--- src/rtl/acu_pkg.sv ---
// Constants of the converter result, charger and USB identification register bank.
// Assumes a 24-bit register word and a 6-bit register index from the serial register port.
package acu_pkg;

    localparam int          ACU_ADDR_W       = 6;
    localparam int          ACU_DATA_W       = 24;
    localparam int          ACU_RES_W        = 10;
    localparam int          ACU_RD_LATENCY   = 1;

    ////////////////////////////////////////////////////////////////////////////////
    // Register indexes
    localparam logic [5:0]  ACU_OFF_GEN_ID   = 6'h2e;
    localparam logic [5:0]  ACU_OFF_RESULTS  = 6'h2f;
    localparam logic [5:0]  ACU_OFF_CHARGER  = 6'h30;
    localparam logic [5:0]  ACU_OFF_USB      = 6'h31;

    ////////////////////////////////////////////////////////////////////////////////
    // Field positions
    localparam int          ACU_GEN_ID_LSB   = 6;
    localparam int          ACU_GEN_ID_W     = 3;
    localparam int          ACU_RES_ONE_LSB  = 2;
    localparam int          ACU_RES_TWO_LSB  = 14;
    localparam int          ACU_VOLT_LSB     = 0;
    localparam int          ACU_VOLT_W       = 3;
    localparam int          ACU_CUR_LSB      = 3;
    localparam int          ACU_CUR_W        = 4;
    localparam int          ACU_TRICKLE      = 7;
    localparam int          ACU_ACK_LPB      = 8;
    localparam int          ACU_THERM_DIS    = 9;
    localparam int          ACU_FET_OVR      = 10;
    localparam int          ACU_FET_CTRL     = 11;
    localparam int          ACU_CHG_SPARE    = 12;
    localparam int          ACU_REVERSE      = 13;
    localparam int          ACU_PLIM_LSB     = 15;
    localparam int          ACU_PLIM_W       = 2;
    localparam int          ACU_PLIM_DIS     = 17;
    localparam int          ACU_LED_EN       = 18;
    localparam int          ACU_TMR_RST      = 19;
    localparam int          ACU_RESTART      = 20;
    localparam int          ACU_AUTO_BLOCK   = 21;
    localparam int          ACU_CYCLE_DIS    = 22;
    localparam int          ACU_VI_ALLOW     = 23;
    localparam int          ACU_USB_SPARE    = 6;
    localparam int          ACU_USB_ID_SEL   = 22;

    ////////////////////////////////////////////////////////////////////////////////
    // Values after reset
    localparam logic [2:0]  ACU_VOLT_RST     = 3'h3;
    localparam logic [3:0]  ACU_CUR_RST      = 4'h0;
    localparam logic        ACU_CYCLE_RST    = 1'h1;
    localparam logic        ACU_USB_SPARE_RST = 1'h1;
    localparam logic [2:0]  ACU_GEN_ID_DFLT  = 3'h5;   // Arbitrary value

endpackage : acu_pkg

--- src/rtl/acu_regs.sv ---
// Register bank: generation id, second converter path results, charger control, USB id control.
// Assumes the serial interface presents decoded word accesses on this clock, one per cycle at most.
`timescale 1ns/100ps

// How it works
// RL1 - Bits 6 to 8 of the id register read a fixed three-bit generation code untouched by reset.
// RL2 - The first channel result of the second converter path reads in bits 2 to 11 of the result register.
// RL3 - The second channel result of the second converter path reads in bits 14 to 23 of the result register.
// RL4 - The three-bit charge voltage in charger bits 0 to 2 is host writable and resets to three.
// RL5 - The four-bit charge current in charger bits 3 to 6 resets to zero and both host and device may change it.
// RL6 - Charger bit 7 turns on trickle current, host writable, reset low.
// RL7 - Charger bit 9 disables the thermistor check, host writable, reset low so the check runs.
// RL8 - Charger bit 20 written high restarts the charger state machine, the device may clear it, reset low.
// RL9 - Charger bit 21 blocks automatic charging while on, reset low.
// RL10 - Charger bit 23 lets the host program voltage and current, reset low, and bit 22 resets high.
// RL11 - USB bit 22 selects the id pull-up source, reset low, and USB bit 6 is a spare reset high.
// RL12 - Unused and reserved bits always read zero and ignore writes.
module acu_regs
    import acu_pkg::*;
#(
    parameter logic [2:0] GEN_ID = ACU_GEN_ID_DFLT   // Arbitrary value
) (
    input  wire logic                  clock,
    input  wire logic                  srst,
    input  wire logic [ACU_ADDR_W-1:0] reg_addr,
    input  wire logic                  reg_wr,
    input  wire logic                  reg_rd,
    input  wire logic [ACU_DATA_W-1:0] reg_wdata,
    output logic      [ACU_DATA_W-1:0] reg_rdata_reg,
    output logic                       reg_rvalid_reg,
    input  wire logic                  result_valid,
    input  wire logic [ACU_RES_W-1:0]  result_one,
    input  wire logic [ACU_RES_W-1:0]  result_two,
    input  wire logic                  dev_current_wr,
    input  wire logic [ACU_CUR_W-1:0]  dev_current_val,
    input  wire logic                  dev_restart_clr,
    input  wire logic                  dev_timer_rst_clr,
    input  wire logic                  dev_reverse_clr,
    output logic      [ACU_VOLT_W-1:0] charge_voltage_reg,
    output logic      [ACU_CUR_W-1:0]  charge_current_reg,
    output logic                       trickle_enable_reg,
    output logic                       low_power_boot_ack_reg,
    output logic                       thermistor_check_disable_reg,
    output logic                       battery_switch_override_reg,
    output logic                       battery_switch_ctrl_reg,
    output logic                       charger_spare_reg,
    output logic                       reverse_mode_reg,
    output logic      [ACU_PLIM_W-1:0] power_limit_reg,
    output logic                       power_limit_disable_reg,
    output logic                       charge_led_enable_reg,
    output logic                       charge_timer_reset_reg,
    output logic                       charger_fsm_restart_reg,
    output logic                       auto_charge_block_reg,
    output logic                       cycling_disable_reg,
    output logic                       vi_program_allow_reg,
    output logic                       usb_spare_reg,
    output logic                       id_pullup_source_sel_reg
);

    ////////////////////////////////////////////////////////////////////////////////
    // Decode

    function automatic logic acu_hit(input logic [ACU_ADDR_W-1:0] addr, input logic [ACU_ADDR_W-1:0] off);
        acu_hit = (addr == off);
    endfunction : acu_hit

    logic                 wr_charger;
    logic                 wr_usb;
    logic                 vi_write_ok;
    logic [ACU_RES_W-1:0] held_one_reg;
    logic [ACU_RES_W-1:0] held_two_reg;
    logic [ACU_DATA_W-1:0] rdata_next;

    assign wr_charger  = reg_wr && acu_hit(reg_addr, ACU_OFF_CHARGER);
    assign wr_usb      = reg_wr && acu_hit(reg_addr, ACU_OFF_USB);
    // The permit travels in the same word, so one write can unlock and program together
    assign vi_write_ok = wr_charger && reg_wdata[ACU_VI_ALLOW];                     // RL10

    ////////////////////////////////////////////////////////////////////////////////
    // Converter results

    acu_result_hold #(
        .W (ACU_RES_W)
    ) u_results (
        .clock        (clock),
        .srst         (srst),
        .sample_valid (result_valid),
        .sample_one   (result_one),
        .sample_two   (result_two),
        .held_one_reg (held_one_reg),
        .held_two_reg (held_two_reg)
    );

    ////////////////////////////////////////////////////////////////////////////////
    // Fields the device may also change

    acu_rwm_field #(
        .W         (ACU_CUR_W),
        .RESET_VAL (ACU_CUR_RST),
        .DEV_WINS  (1'b1)
    ) u_current (                                                                   // RL5
        .clock    (clock),
        .srst     (srst),
        .host_wr  (vi_write_ok),
        .host_val (reg_wdata[ACU_CUR_LSB +: ACU_CUR_W]),
        .dev_wr   (dev_current_wr),
        .dev_val  (dev_current_val),
        .q_reg    (charge_current_reg)
    );

    // A host restart request is not lost to a device clear in the same cycle
    acu_rwm_field #(
        .W         (1),
        .RESET_VAL (1'b0),
        .DEV_WINS  (1'b0)
    ) u_restart (                                                                   // RL8
        .clock    (clock),
        .srst     (srst),
        .host_wr  (wr_charger),
        .host_val (reg_wdata[ACU_RESTART]),
        .dev_wr   (dev_restart_clr),
        .dev_val  (1'b0),
        .q_reg    (charger_fsm_restart_reg)
    );

    acu_rwm_field #(
        .W         (1),
        .RESET_VAL (1'b0),
        .DEV_WINS  (1'b0)
    ) u_timer_rst (
        .clock    (clock),
        .srst     (srst),
        .host_wr  (wr_charger),
        .host_val (reg_wdata[ACU_TMR_RST]),
        .dev_wr   (dev_timer_rst_clr),
        .dev_val  (1'b0),
        .q_reg    (charge_timer_reset_reg)
    );

    acu_rwm_field #(
        .W         (1),
        .RESET_VAL (1'b0),
        .DEV_WINS  (1'b0)
    ) u_reverse (
        .clock    (clock),
        .srst     (srst),
        .host_wr  (wr_charger),
        .host_val (reg_wdata[ACU_REVERSE]),
        .dev_wr   (dev_reverse_clr),
        .dev_val  (1'b0),
        .q_reg    (reverse_mode_reg)
    );

    ////////////////////////////////////////////////////////////////////////////////
    // Host-only charger fields

    always_ff @(posedge clock) begin
        if (srst) begin
            charge_voltage_reg <= ACU_VOLT_RST;                                     // RL4
        end else if (vi_write_ok) begin
            charge_voltage_reg <= reg_wdata[ACU_VOLT_LSB +: ACU_VOLT_W];            // RL4
        end
    end

    always_ff @(posedge clock) begin
        if (srst) begin
            trickle_enable_reg           <= 1'b0;
            low_power_boot_ack_reg       <= 1'b0;
            thermistor_check_disable_reg <= 1'b0;
            battery_switch_override_reg  <= 1'b0;
            battery_switch_ctrl_reg      <= 1'b0;
            charger_spare_reg            <= 1'b0;
            power_limit_reg              <= '0;
            power_limit_disable_reg      <= 1'b0;
            charge_led_enable_reg        <= 1'b0;
            auto_charge_block_reg        <= 1'b0;
            cycling_disable_reg          <= ACU_CYCLE_RST;                          // RL10
            vi_program_allow_reg         <= 1'b0;
        end else if (wr_charger) begin
            trickle_enable_reg           <= reg_wdata[ACU_TRICKLE];                 // RL6
            low_power_boot_ack_reg       <= reg_wdata[ACU_ACK_LPB];
            thermistor_check_disable_reg <= reg_wdata[ACU_THERM_DIS];               // RL7
            battery_switch_override_reg  <= reg_wdata[ACU_FET_OVR];
            battery_switch_ctrl_reg      <= reg_wdata[ACU_FET_CTRL];
            charger_spare_reg            <= reg_wdata[ACU_CHG_SPARE];
            power_limit_reg              <= reg_wdata[ACU_PLIM_LSB +: ACU_PLIM_W];
            power_limit_disable_reg      <= reg_wdata[ACU_PLIM_DIS];
            charge_led_enable_reg        <= reg_wdata[ACU_LED_EN];
            auto_charge_block_reg        <= reg_wdata[ACU_AUTO_BLOCK];              // RL9
            cycling_disable_reg          <= reg_wdata[ACU_CYCLE_DIS];
            vi_program_allow_reg         <= reg_wdata[ACU_VI_ALLOW];                // RL10
        end
    end

    ////////////////////////////////////////////////////////////////////////////////
    // USB identification control

    always_ff @(posedge clock) begin
        if (srst) begin
            usb_spare_reg            <= ACU_USB_SPARE_RST;                          // RL11
            id_pullup_source_sel_reg <= 1'b0;
        end else if (wr_usb) begin
            usb_spare_reg            <= reg_wdata[ACU_USB_SPARE];                   // RL11
            id_pullup_source_sel_reg <= reg_wdata[ACU_USB_ID_SEL];                  // RL11
        end
    end

    ////////////////////////////////////////////////////////////////////////////////
    // Read path: only named fields are placed, every other bit stays zero

    always_comb begin
        rdata_next = '0;                                                            // RL12
        unique case (1'b1)
            acu_hit(reg_addr, ACU_OFF_GEN_ID): begin
                rdata_next[ACU_GEN_ID_LSB +: ACU_GEN_ID_W] = GEN_ID;                // RL1
            end
            acu_hit(reg_addr, ACU_OFF_RESULTS): begin
                rdata_next[ACU_RES_ONE_LSB +: ACU_RES_W] = held_one_reg;            // RL2
                rdata_next[ACU_RES_TWO_LSB +: ACU_RES_W] = held_two_reg;            // RL3
            end
            acu_hit(reg_addr, ACU_OFF_CHARGER): begin
                rdata_next[ACU_VOLT_LSB +: ACU_VOLT_W] = charge_voltage_reg;
                rdata_next[ACU_CUR_LSB +: ACU_CUR_W]   = charge_current_reg;
                rdata_next[ACU_TRICKLE]                = trickle_enable_reg;
                rdata_next[ACU_ACK_LPB]                = low_power_boot_ack_reg;
                rdata_next[ACU_THERM_DIS]              = thermistor_check_disable_reg;
                rdata_next[ACU_FET_OVR]                = battery_switch_override_reg;
                rdata_next[ACU_FET_CTRL]               = battery_switch_ctrl_reg;
                rdata_next[ACU_CHG_SPARE]              = charger_spare_reg;
                rdata_next[ACU_REVERSE]                = reverse_mode_reg;
                rdata_next[ACU_PLIM_LSB +: ACU_PLIM_W] = power_limit_reg;
                rdata_next[ACU_PLIM_DIS]               = power_limit_disable_reg;
                rdata_next[ACU_LED_EN]                 = charge_led_enable_reg;
                rdata_next[ACU_TMR_RST]                = charge_timer_reset_reg;
                rdata_next[ACU_RESTART]                = charger_fsm_restart_reg;
                rdata_next[ACU_AUTO_BLOCK]             = auto_charge_block_reg;
                rdata_next[ACU_CYCLE_DIS]              = cycling_disable_reg;
                rdata_next[ACU_VI_ALLOW]               = vi_program_allow_reg;
            end
            acu_hit(reg_addr, ACU_OFF_USB): begin
                rdata_next[ACU_USB_SPARE]  = usb_spare_reg;
                rdata_next[ACU_USB_ID_SEL] = id_pullup_source_sel_reg;
            end
            default: begin
                rdata_next = '0;
            end
        endcase
    end

    // Read data holds until the next read so a slow serial shifter can take it
    always_ff @(posedge clock) begin
        if (srst) begin
            reg_rdata_reg <= '0;
        end else if (reg_rd) begin
            reg_rdata_reg <= rdata_next;
        end
    end

    always_ff @(posedge clock) begin
        if (srst) begin
            reg_rvalid_reg <= 1'b0;
        end else begin
            reg_rvalid_reg <= reg_rd;
        end
    end
endmodule : acu_regs

--- src/rtl/acu_rwm_field.sv ---
// Register field written by the host and also modified by device logic.
// Assumes both writers are on the same clock as the field.
`timescale 1ns/100ps
module acu_rwm_field
    import acu_pkg::*;
#(
    parameter int            W         = 1,
    parameter logic [W-1:0]  RESET_VAL = '0,
    parameter bit            DEV_WINS  = 1'b1
) (
    input  wire logic         clock,
    input  wire logic         srst,
    input  wire logic         host_wr,
    input  wire logic [W-1:0] host_val,
    input  wire logic         dev_wr,
    input  wire logic [W-1:0] dev_val,
    output logic      [W-1:0] q_reg
);

    generate
        if (W < 1) begin : g_bad_width
            $error("acu_rwm_field: width must be at least one");
        end
    endgenerate

    // DEV_WINS picks the writer whose value is kept when both act in one cycle
    always_ff @(posedge clock) begin
        if (srst) begin
            q_reg <= RESET_VAL;
        end else if (dev_wr && (DEV_WINS || !host_wr)) begin
            q_reg <= dev_val;
        end else if (host_wr) begin
            q_reg <= host_val;
        end
    end

endmodule : acu_rwm_field

--- src/rtl/acu_result_hold.sv ---
// Holding registers for the two channel results of the second converter path.
// Assumes the converter logic runs on this clock and marks a finished pair with a one-cycle strobe.
`timescale 1ns/100ps
module acu_result_hold
    import acu_pkg::*;
#(
    parameter int W = ACU_RES_W
) (
    input  wire logic         clock,
    input  wire logic         srst,
    input  wire logic         sample_valid,
    input  wire logic [W-1:0] sample_one,
    input  wire logic [W-1:0] sample_two,
    output logic      [W-1:0] held_one_reg,
    output logic      [W-1:0] held_two_reg
);

    generate
        if (W < 1 || W > ACU_RES_W) begin : g_bad_width
            $error("acu_result_hold: width out of range");
        end
    endgenerate

    // Both channels update together so a read never mixes two conversions
    always_ff @(posedge clock) begin
        if (srst) begin
            held_one_reg <= '0;
            held_two_reg <= '0;
        end else if (sample_valid) begin
            held_one_reg <= sample_one;
            held_two_reg <= sample_two;
        end
    end

endmodule : acu_result_hold

--- config.mk ---
export PLATFORM = sky130hd
export DESIGN_NAME = acu_regs
export DESIGN_NICKNAME = d
export VERILOG_FILES = /design/src/rtl/acu_pkg.sv /design/src/rtl/acu_regs.sv /design/src/rtl/acu_rwm_field.sv /design/src/rtl/acu_result_hold.sv
export SDC_FILE = /design/constraint.sdc
export NUM_CORES = 1
export LEC_CHECK = 0
export BUFFER_PORTS_ARGS = -buffer_cell sky130_fd_sc_hd__buf_2
export CAP_MARGIN = 20
export CORE_MARGIN = 4
export CORE_UTILIZATION = 43
export CTS_CLUSTER_DIAMETER = 50
export DETAILED_ROUTE_END_ITERATION = 8
export PLACE_DENSITY = 0.75
export SLEW_MARGIN = 10
export SYNTH_ARGS = -nofsm -noshare
export SYNTH_HDL_FRONTEND = slang
export SYNTH_SLANG_ARGS = --single-unit
export TNS_END_PERCENT = 20
--- constraint.sdc ---
create_clock -name clock -period 1.72 [get_ports clock]
set_clock_uncertainty 0.05 [all_clocks]
set_input_delay 0.172 -clock clock [delete_from_list [all_inputs] [get_ports clock]]
set_output_delay 0.172 -clock clock [all_outputs]
set_load 0.01 [all_outputs]
Yosys cells after proc, flatten, opt, wreduce, memory -nomap -nowiden:

Cells that the tools add are included.

* register bits after elaboration: 70
* input bits: 63

* equality and inequality tests: 4
* multiplexer cells: 12
* reduce and logical (&&, ||, !) cells: 11

Operators with widths (count)
* $eq 6x6->1 const B: 4
* $pmux 7 s2: 1
* $mux 4: 2
* $pmux 4 s2: 1
* $logic_and 1x1->1: 6
* $pmux 2 s3: 1
* $pmux 3 s2: 1
* $reduce_or 2->1: 3
* $mux 2: 2
* $pmux 1 s4: 1
* $pmux 1 s3: 1
* $pmux 1 s2: 1
* $reduce_bool 2->1: 1
* $logic_not 1->1: 1
* $mux 1: 1

Depth between registers and ports, before layout:

Gate-level depths: netlist of run 1.

* word-level depth: 5
* gate-level depth with buffers: 7

By module:

Synthesis of run 1 repeated with hierarchy kept, for this count alone.

* cell total of the unflattened synthesis: 327
* area total of the unflattened synthesis: 3009.1 um2

By module, submodules not included
* acu_regs: instances 1, cells each 230, area an instance 1955.6 um2
* acu_result_hold: instances 1, cells each 64, area an instance 705.7 um2
* acu_rwm_field (u_current): instances 1, cells each 18, area an instance 190.2 um2
* acu_rwm_field (u_restart ...): instances 3, cells each 5, area an instance 52.6 um2

Worst setup path after synthesis of run 1:

OpenSTA, ideal clock, no wires.

* kind: input port to flip-flop
* start: input port reg_addr[1]
* end: register vi_program_allow_reg
* library setup time: 0.128 ns
* arrival: 1.505 ns
* data required time: 1.542 ns
* setup slack: 0.038 ns
* stages on the path: 7
* cell sequence: or3b_1 > buf_6 > or3_1 > buf_2 > buf_2 > a21oi_1 > nor2_1

* longest elaborated chain between the ends: 2

Ends and longest elaborated chain
* from (decl): line acu_regs.sv:25 `input wire logic [ACU_ADDR_W-1:0] reg_addr,`
* $eq 6x6->1: line acu_regs.sv:64 `acu_hit = (addr == off);`
* $logic_and 1x1->1: line acu_regs.sv:74 `assign wr_charger = reg_wr && acu_hit(reg_addr, ACU_OFF_CHARGER);`
* to (signal assigned): line acu_regs.sv:191 `vi_program_allow_reg <= reg_wdata[ACU_VI_ALLOW];`
* to (decl): line acu_regs.sv:55 `output logic vi_program_allow_reg,`

No other way between the ends.
A chain may end at the register's enable or synchronous reset.

Worst setup path in the final report of run 1:

* start: input port reg_addr[1]
* end: register cycling_disable_reg

* longest elaborated chain between the ends: 2

Ends and longest elaborated chain
* $eq 6x6->1: line acu_regs.sv:64
* $logic_and 1x1->1: line acu_regs.sv:74
* to (signal assigned): line acu_regs.sv:190 `cycling_disable_reg <= reg_wdata[ACU_CYCLE_DIS];`
* to (decl): line acu_regs.sv:54 `output logic cycling_disable_reg,`

No other way between the ends.

==> flow_summary.json, run 1 <==
{
  "r2r.worst_path.cells": 3,
  "cts_sinks": 70,
  "holdPathStages": 3,
  "status": "finished clean",
  "postSynthAreaPerCell_sq_um": 9.25,
  "area_growth_pct": 35.2,
  "slew_violations": 0,
  "postRouteWirelength_um": 7340,
  "numCtsBuffers": 9,
  "synth.top_cell.area_share_pct": 50.5,
  "dieArea_sq_um": 7800,
  "synth_edf_count": 0,
  "yosys_warnings": 0,
  "hold_buffers": 2,
  "antenna_cells": 0,
  "whs_ns": 0.0131,
  "hp-start": "result_one[2]",
  "io_buffers": 111,
  "synth_seq_area_share_pct": 50.5,
  "hold_viol": 0,
  "layout_common_cells": "buf_2 (111), dfxtp_1 (70), nor2_1 (46)",
  "rsz0062_at_grt": "false",
  "antenna_found_initial": 0,
  "p_leak_nw": 1.65,
  "start_kind": "primary input",
  "clockRootBuffer": "clkbuf_8",
  "setup_viol": 0,
  "vias": 2628,
  "yosysTopAreaCell": "dfxtp_1",
  "powerDensity_nw_per_um2": 932,
  "rows": 29,
  "wl_per_cell_um": 14.7,
  "period_share_pct": 81.6,
  "arrival_ns": 1.58,
  "largest_register_ff_count": 24,
  "first_global_vias": 2425,
  "r2r_end": "reg_rdata_reg[8]",
  "clk_pin_slew_ns": 0.07,
  "drt_iter0_markers": 82,
  "path_class": "in -> reg",
  "ant_nets": 0,
  "grt_usage_pct": 19.0,
  "min_path_type": "in -> reg",
  "place.gp.congestion": 0.813,
  "final_area_sq_um": 3750,
  "ctsResizeCount": 0,
  "cts_tree": "done",
  "syn_inst": 300,
  "nFillCells": 583,
  "fin_ws_ns": 0.316,
  "final_common_cell": "buf_2",
  "post-route-util_pct": 59.4,
  "die_h_um": 88.3,
  "end_kind": "flop",
  "ys_async_sr_fraction_pct": 0,
  "num-nets-final": 481,
  "drc": 0,
  "synth.net_count": 363,
  "max_freq_ghz": 0.712,
  "ios": 113,
  "h-tree-depth": 3,
  "core_sq_um": 6310,
  "yosys_most_used_dff": "dfxtp_1",
  "layout_min_cycle_time_ns": 1.40,
  "grt_pass1_wl_um": 11400,
  "die_w_um": 88.3,
  "synth.distinct_cells": 34,
  "cts_setup_buffers": 0,
  "reg2reg_slack_ns": 0.76,
  "r2r_start": "u_results.held_one_reg[6]",
  "grt-ovfl-total": 0,
  "relSlewSlack_pct": 74.2,
  "clk_latency_ns": 0.34,
  "post_dp_cell_area_sq_um": 3510,
  "path_max_fanout": 10,
  "max-vdd-ir-drop_mv": 0.514,
  "drt-pass1-iter-count": 4,
  "multi_input_area_sq_um": 1250,
  "drive_gt1_share_pct": 35.5,
  "tightestPinTransition_ns": 0.388,
  "fin_setup_tns_ns": 0,
  "routed_via_density": 5.27,
  "cp.required_ns": 1.90,
  "max_cap_violations": 0,
  "regArea_sq_um": 1400,
  "ys_ff_latch": 70,
  "place_hpwl_um": 5380,
  "cts.path.max_buffers": 2,
  "syn_area_sq_um": 2780,
  "hold_end": "u_results.held_one_reg[2]",
  "pre_cts_ws_ns": -0.0275,
  "synthTopCellsByArea": "dfxtp_1 (50%), mux2i_1 (9.4%), nor2_1 (6.2%), a211oi_1 (5.4%), a22oi_1 (4.3%)",
  "grt_max_degree": 30,
  "start_util_pct": 44.0
}
## critical path, stage by stage
cell     delay [ns]
buf_2          0.10
or3b_1         0.51
or3_1          0.41
buf_4          0.19
nor3_1         0.14
a21oi_1        0.06
## cells in the mapped netlist, drive strengths merged (2+ instances only)
library cell   n
nor2          47
inv            4
nand2         13
nand3         21
a211oi        20
nand3b         3
a211o          3
dfxtp         70
clkbuf        19
mux2i         26
nand2b         6
or3b           2
buf            6
nor3           3
a21oi         23
a22oi         16
nor2b          6
## report_power, final
| part | internal (mW) | switching, mW | total [mW] | leakage, nW |
|---|---|---|---|---|
| Combinational | 0.154 | 0.167 | 0.320 | 0.967 |
| Sequential | 1.68 | 0.0303 | 1.71 | 0.572 |
| Clock | 0.883 | 0.585 | 1.47 | 0.115 |
| Total | 2.71 | 0.782 | 3.50 | 1.65 |
## cell type report
class                           instances  share of cell area, %
Multi-Input combinational cell        201                   33.3
Timing Repair Buffer                  132                   20.5
Clock inverter                          4                   1.87
Sequential cell                        70                   37.4
Clock buffer                           11                   4.04
Tap cell                               77                   2.57
Inverter                                4                  0.400
## worst max-delay path by stage
stage	slack (ns)	end	cells after the start	startpoint
floorplan	0.04	vi_program_allow_reg	7	reg_addr[1]
global placement	-0.007	vi_program_allow_reg	6	reg_addr[1]
detailed placement	-0.03	u_current.q_reg[1]	6	reg_addr[1]
CTS	0.32	u_current.q_reg[1]	6	reg_addr[1]
global route	0.24	cycling_disable_reg	6	reg_addr[1]
finish	0.32	cycling_disable_reg	6	reg_addr[1]
## logic make-up (layout without fill, tap and decap cells)
family          Yosys count  after routing  synth area share (%)
flops                    70             70                  50.5
compound gates           70             70                  17.0
buf+inv                  29            151                  4.51
mux                      27             27                  9.78
simple gates            104            104                  18.2
## stage by stage
stage               instances  total power [mW]
finish                    499              3.50
global route              499              3.64
CTS                       499              3.53
detailed placement        482              2.06
global placement          482              2.05
floorplan                 300              1.91
## routing by layer
layer  GRT usage (%)  wire length, um  vias to the layer above
met5               0                0                        -
met4            9.62              160                        0
met3            3.63              405                       12
met2            32.0             3540                       69
met1            23.1             3230                     1246
li1                -                -                     1301
No activity file was read; power rests on OpenSTA's default activity.
==> run 2, diff against run 1 <==
--- a/config.mk
+++ b/config.mk
@@ -8,10 +8,10 @@
 export BUFFER_PORTS_ARGS = -buffer_cell sky130_fd_sc_hd__buf_2
 export CAP_MARGIN = 20
 export CORE_MARGIN = 4
-export CORE_UTILIZATION = 43
+export CORE_UTILIZATION = 48
 export CTS_CLUSTER_DIAMETER = 50
 export DETAILED_ROUTE_END_ITERATION = 8
-export PLACE_DENSITY = 0.75
+export PLACE_DENSITY = 0.8
 export SLEW_MARGIN = 10
 export SYNTH_ARGS = -nofsm -noshare
 export SYNTH_HDL_FRONTEND = slang
==> constraint.sdc (replaced) <==
create_clock -name clock -period 1.3 [get_ports clock]
set_clock_uncertainty 0.05 [all_clocks]
set_input_delay 0.13 -clock clock [delete_from_list [all_inputs] [get_ports clock]]
set_output_delay 0.13 -clock clock [all_outputs]
set_load 0.01 [all_outputs]
==> flow_summary.json, run 2 (synthesized netlist as in run 1, its figures left out) <==
{
  "status": "finished clean",
  "cts_sinks": 70,
  "p_leak_nw": 1.76,
  "relSlewSlack_pct": 76.5,
  "drc": 0,
  "die_w_um": 84.0,
  "powerDensity_nw_per_um2": 1080,
  "nFillCells": 447,
  "start_kind": "primary input",
  "whs_ns": 0.00626,
  "cts.path.max_buffers": 2,
  "drt-pass1-iter-count": 4,
  "path_class": "in -> reg",
  "largest_register_ff_count": 24,
  "slowest_delay_ns": 0.45,
  "clockRootBuffer": "clkbuf_8",
  "max_cap_violations": 0,
  "wl_per_cell_um": 15.9,
  "arrival_ns": 1.46,
  "period_share_pct": 99.9,
  "core_sq_um": 5540,
  "h-tree-depth": 3,
  "layout_min_cycle_time_ns": 1.30,
  "postRouteWirelength_um": 8260,
  "path_max_fanout": 6,
  "numCtsBuffers": 9,
  "drive_gt1_share_pct": 35.2,
  "grt-ovfl-total": 0,
  "clk_pin_slew_ns": 0.07,
  "max_freq_ghz": 0.770,
  "layout_common_cells": "buf_2 (111), dfxtp_1 (70), nor2_1 (46)",
  "cp.required_ns": 1.46,
  "setup_viol": 0,
  "place_hpwl_um": 5410,
  "num-nets-final": 508,
  "first_global_vias": 2844,
  "io_buffers": 111,
  "cts_tree": "done",
  "area_growth_pct": 44.0,
  "final_common_cell": "buf_2",
  "grt_usage_pct": 23.8,
  "antenna_found_initial": 0,
  "end_kind": "flop",
  "antenna_cells": 0,
  "max-vdd-ir-drop_mv": 0.768,
  "routed_via_density": 5.32,
  "die_h_um": 84.0,
  "rows": 27,
  "hold_viol": 0,
  "clk_latency_ns": 0.34,
  "grt_pass1_wl_um": 13600,
  "ant_nets": 0,
  "post-route-util_pct": 72.1,
  "crit_chain": "buf_2 -> or3b_4 -> nor3_4 -> buf_12 -> mux2i_1 -> a211oi_1",
  "crit_path_start": "reg_addr[3]",
  "min_path_type": "in -> reg",
  "vias": 2771,
  "grt_max_degree": 44,
  "ios": 113,
  "slew_violations": 0,
  "tightestPinTransition_ns": 0.352,
  "dieArea_sq_um": 7060,
  "drt_iter0_markers": 149,
  "start_util_pct": 50.1,
  "place.gp.congestion": 0.748,
  "crit_buf_inv": 2,
  "r2r_start": "u_restart.q_reg",
  "hp-start": "result_two[8]",
  "slowest_stage": "or3b_4",
  "crit_family": "simple AND/OR/NAND/NOR gates"
}
[run 2: cell types whose count changed in the layout (fill, tap and decap cells not counted), moves of 2 or more]
| cell | change |
|---|---|
| bufinv_16 | -2 |
| or3b_1 | -2 |
| dlygate4sd3_1 | +24 |
| or3b_4 | +2 |
[run 2: stage by stage]
| stage | power [mW] | cells | worst slack, ns | cell area [sq um] | setup TNS, ns |
|---|---|---|---|---|---|
| finish | 4.33 | 521 | 0.000955 | 4000 | 0 |
| CTS | 4.34 | 521 | 0.00231 | 3980 | 0 |
| global placement | 2.72 | 480 | -0.381 | 3540 | -14.66 |
| global route | 4.50 | 521 | -0.0180 | 4000 | -0.0239 |
| detailed placement | 2.74 | 480 | -0.422 | 3540 | -16.54 |
| floorplan | 2.52 | 300 | -0.294 | 2790 | -8.55 |
[run 2: final timing paths]
| check | endpoint | slack, ns | depth (start not counted) |
|---|---|---|---|
| setup / recovery | u_current.q_reg[3] | 0.001 | 6 |
| hold reg to reg | battery_switch_override_reg | 0.42 | 2 |
| hold / removal | u_results.held_two_reg[8] | 0.006 | 3 |
| setup reg to reg | reg_rdata_reg[20] | 0.39 | 2 |
[run 2: worst min-delay path, stage by stage]
cell     delay, ns
buf_2         0.08
mux2i_1       0.06
nor2_1        0.08
[run 2: area by class of cell]
type	count	area, sq um	share of cell area [%]
clock inverters	4	22.5	0.564
well taps	72	90.1	2.25
inverters	4	15.0	0.376
flip-flops and latches	70	1400	35.1
repair buffers	159	1050	26.2
clock buffers	11	151	3.79
multi-input cells	201	1270	31.7
[run 2: what timing repair did]
item,CTS,global route
pin swaps,0,2
endpoints found under the setup margin,22,22
gates cloned,0,0
hold buffers,26,0
gates resized for setup,1,4
setup buffers,0,0
hold endpoints to repair,26,0
[run 2: power by group]
part	internal [mW]	switching [mW]	total [mW]
combinational	0.260	0.240	0.500
sequential	2.22	0.0395	2.26
clock	0.776	0.798	1.57
[run 2: layer usage]
| metal | vias to the layer above | routed length [um] | global-route usage (%) |
|---|---|---|---|
| met5 | - | 0 | 0 |
| met4 | 0 | 142 | 9.80 |
| met3 | 11 | 673 | 6.32 |
| met2 | 110 | 4060 | 40.0 |
| met1 | 1293 | 3390 | 28.7 |
| li1 | 1357 | - | - |
==> run 3, diff against run 2 <==
--- a/config.mk
+++ b/config.mk
@@ -8,12 +8,13 @@
 export BUFFER_PORTS_ARGS = -buffer_cell sky130_fd_sc_hd__buf_2
 export CAP_MARGIN = 20
 export CORE_MARGIN = 4
-export CORE_UTILIZATION = 48
+export CORE_UTILIZATION = 49
 export CTS_CLUSTER_DIAMETER = 50
 export DETAILED_ROUTE_END_ITERATION = 8
 export PLACE_DENSITY = 0.8
 export SLEW_MARGIN = 10
 export SYNTH_ARGS = -nofsm -noshare
 export SYNTH_HDL_FRONTEND = slang
+export SYNTH_HIERARCHICAL = 1
 export SYNTH_SLANG_ARGS = --single-unit
 export TNS_END_PERCENT = 20
==> flow_summary.json, run 3 <==
{
  "yosys_warnings": 6,
  "rows": 28,
  "start_util_pct": 50.5,
  "ctsResizeCount": 0,
  "fin_ws_ns": 0.188,
  "path_max_fanout": 18,
  "dieArea_sq_um": 7460,
  "grt-ovfl-total": 0,
  "cts_setup_buffers": 0,
  "wl_per_cell_um": 15.5,
  "routed_via_density": 5.35,
  "syn_inst": 327,
  "ios": 113,
  "synth_seq_area_share_pct": 46.6,
  "pre_cts_ws_ns": -0.128,
  "grt_pass1_wl_um": 13800,
  "max_freq_ghz": 0.899,
  "postRouteWirelength_um": 8560,
  "setup_viol": 0,
  "cts_tree": "done",
  "period_share_pct": 85.6,
  "cts_sinks": 70,
  "largest_register_ff_count": 24,
  "synth.distinct_cells": 35,
  "syn_area_sq_um": 3010,
  "core_sq_um": 5960,
  "clockRootBuffer": "clkbuf_8",
  "drive_gt1_share_pct": 33.8,
  "cts.path.max_buffers": 2,
  "antenna_cells": 0,
  "arrival_ns": 1.30,
  "top_usage_layer": "met2",
  "synth_edf_count": 0,
  "met2_usage_pct": 36.5,
  "p_leak_nw": 1.85,
  "drc": 0,
  "path_class": "in -> reg",
  "ant_nets": 0,
  "io_buffers": 111,
  "status": "finished clean",
  "max-vdd-ir-drop_mv": 0.850,
  "rsz0062_at_grt": "false",
  "cp.required_ns": 1.49,
  "hold_viol": 0,
  "finalNonFillerCells": 552,
  "layout_common_cells": "buf_2 (111), dfxtp_1 (70), nand3_1 (48)",
  "nFillCells": 479,
  "ys_top_cells_by_count": "dfxtp_1 (70), nand3_1 (48), nor2_1 (44)",
  "post-route-util_pct": 71.2,
  "powerDensity_nw_per_um2": 1180,
  "h-tree-depth": 3,
  "die_h_um": 86.4,
  "slew_violations": 0,
  "dpl.cell_count": 512,
  "area_growth_pct": 41.0,
  "grt_util_met3_pct": 4.94,
  "yosysTopAreaCell": "dfxtp_1",
  "min_path_type": "in -> reg",
  "num-nets-final": 535,
  "end_kind": "flop",
  "numCtsBuffers": 9,
  "antenna_found_initial": 0,
  "place.gp.congestion": 0.848,
  "drt-pass1-iter-count": 4,
  "layout_min_cycle_time_ns": 1.11,
  "start_kind": "primary input",
  "ys_ff_latch": 70,
  "place_hpwl_um": 6060,
  "die_w_um": 86.4,
  "hold_buffers": 24,
  "first_global_vias": 2814,
  "synth.top_cell.area_share_pct": 46.6,
  "vias": 2955,
  "clk_pin_slew_ns": 0.07,
  "ys_async_sr_fraction_pct": 0,
  "synthMostInstantiatedCell": "dfxtp_1",
  "grt_util_met1_pct": 32.2,
  "yosys_most_used_dff": "dfxtp_1",
  "reg2reg_slack_ns": 0.24,
  "drt_iter0_markers": 163,
  "grt_max_degree": 31,
  "synthTopCellsByArea": "dfxtp_1 (47%), mux2i_1 (10%), nand3_1 (8.0%), nor2_1 (5.5%), a311oi_1 (4.9%)",
  "max_cap_violations": 0,
  "clk_latency_ns": 0.33,
  "grt_usage_pct": 23.5,
  "final_common_cell": "buf_2",
  "fin_setup_tns_ns": 0,
  "postSynthAreaPerCell_sq_um": 9.20
}
## run 3: cell count changes in the layout (fill, tap and decap cells not counted), moves of 5 or more
cell / change
a311oi_1: +17
a211oi_1: -15
nand2_1: -13
buf_4: +5
a22oi_1: -16
mux2i_1: +5
nand4_1: +6
nand3_1: +27
o21ai_1: +13
## run 3: power breakdown
part / internal (mW) / switching (mW) / leakage, nW
sequential: 2.23 / 0.0498 / 0.574
combinational: 0.306 / 0.287 / 1.15
clock: 1.32 / 0.797 / 0.126
## run 3: area by class of cell
class | count | area, sq um | share of cell area, %
clock buffers | 10 | 138 | 3.24
clock inverters | 6 | 109 | 2.57
inverters | 6 | 22.5 | 0.531
multi-input cells | 223 | 1410 | 33.1
flip-flops and latches | 70 | 1400 | 33.0
well taps | 75 | 93.8 | 2.21
repair buffers | 162 | 1070 | 25.3
## run 3: routing by layer
layer / routed length, um / part of all wire [%]
met1: 3880 / 45
met2: 4080 / 48
met3: 523 / 6.1
met4: 80 / 0.93
met5: 0 / 0
## run 3: cells by family (layout without fill, tap and decap cells)
group / Yosys count / after routing / synth area share [%]
multiplexers: 31 / 31 / 10.3
buffers and inverters: 36 / 184 / 7.07
AND/OR/NAND/NOR: 125 / 125 / 21.5
flip-flops: 70 / 70 / 46.6
AO/OA/AOI/OAI: 64 / 64 / 14.5
other: 1 / 3 / 0.125
## run 3: critical path, stage by stage
cell,delay (ns)
buf_2,0.11
and4bb_1,0.35
buf_4,0.25
nand3_1,0.16
a311oi_1,0.30
## run 3: path summary, 6_finish.rpt
| kind | from | end | cells past startpoint |
|---|---|---|---|
| max reg2reg | id_pullup_source_sel_reg | reg_rdata_reg[22] | 3 |
| min | result_one[5] | u_results/held_one_reg[5] | 3 |
| max | reg_addr[2] | reg_rdata_reg[2] | 5 |
| min reg2reg | u_results/held_two_reg[8] | reg_rdata_reg[22] | 2 |
## run 3: metrics by stage
| stage | cell area [sq um] | power (mW) | hold slack (ns) |
|---|---|---|---|
| final | 4240 | 4.99 | 0.0134 |
| after global routing | 4240 | 5.18 | 0.00839 |
| after CTS | 4240 | 5.03 | 0.000508 |
| after floorplan | 3020 | 2.60 | 0.145 |
| after detailed placement | 3760 | 2.86 | 0.305 |
| after global placement | 3760 | 2.84 | 0.309 |
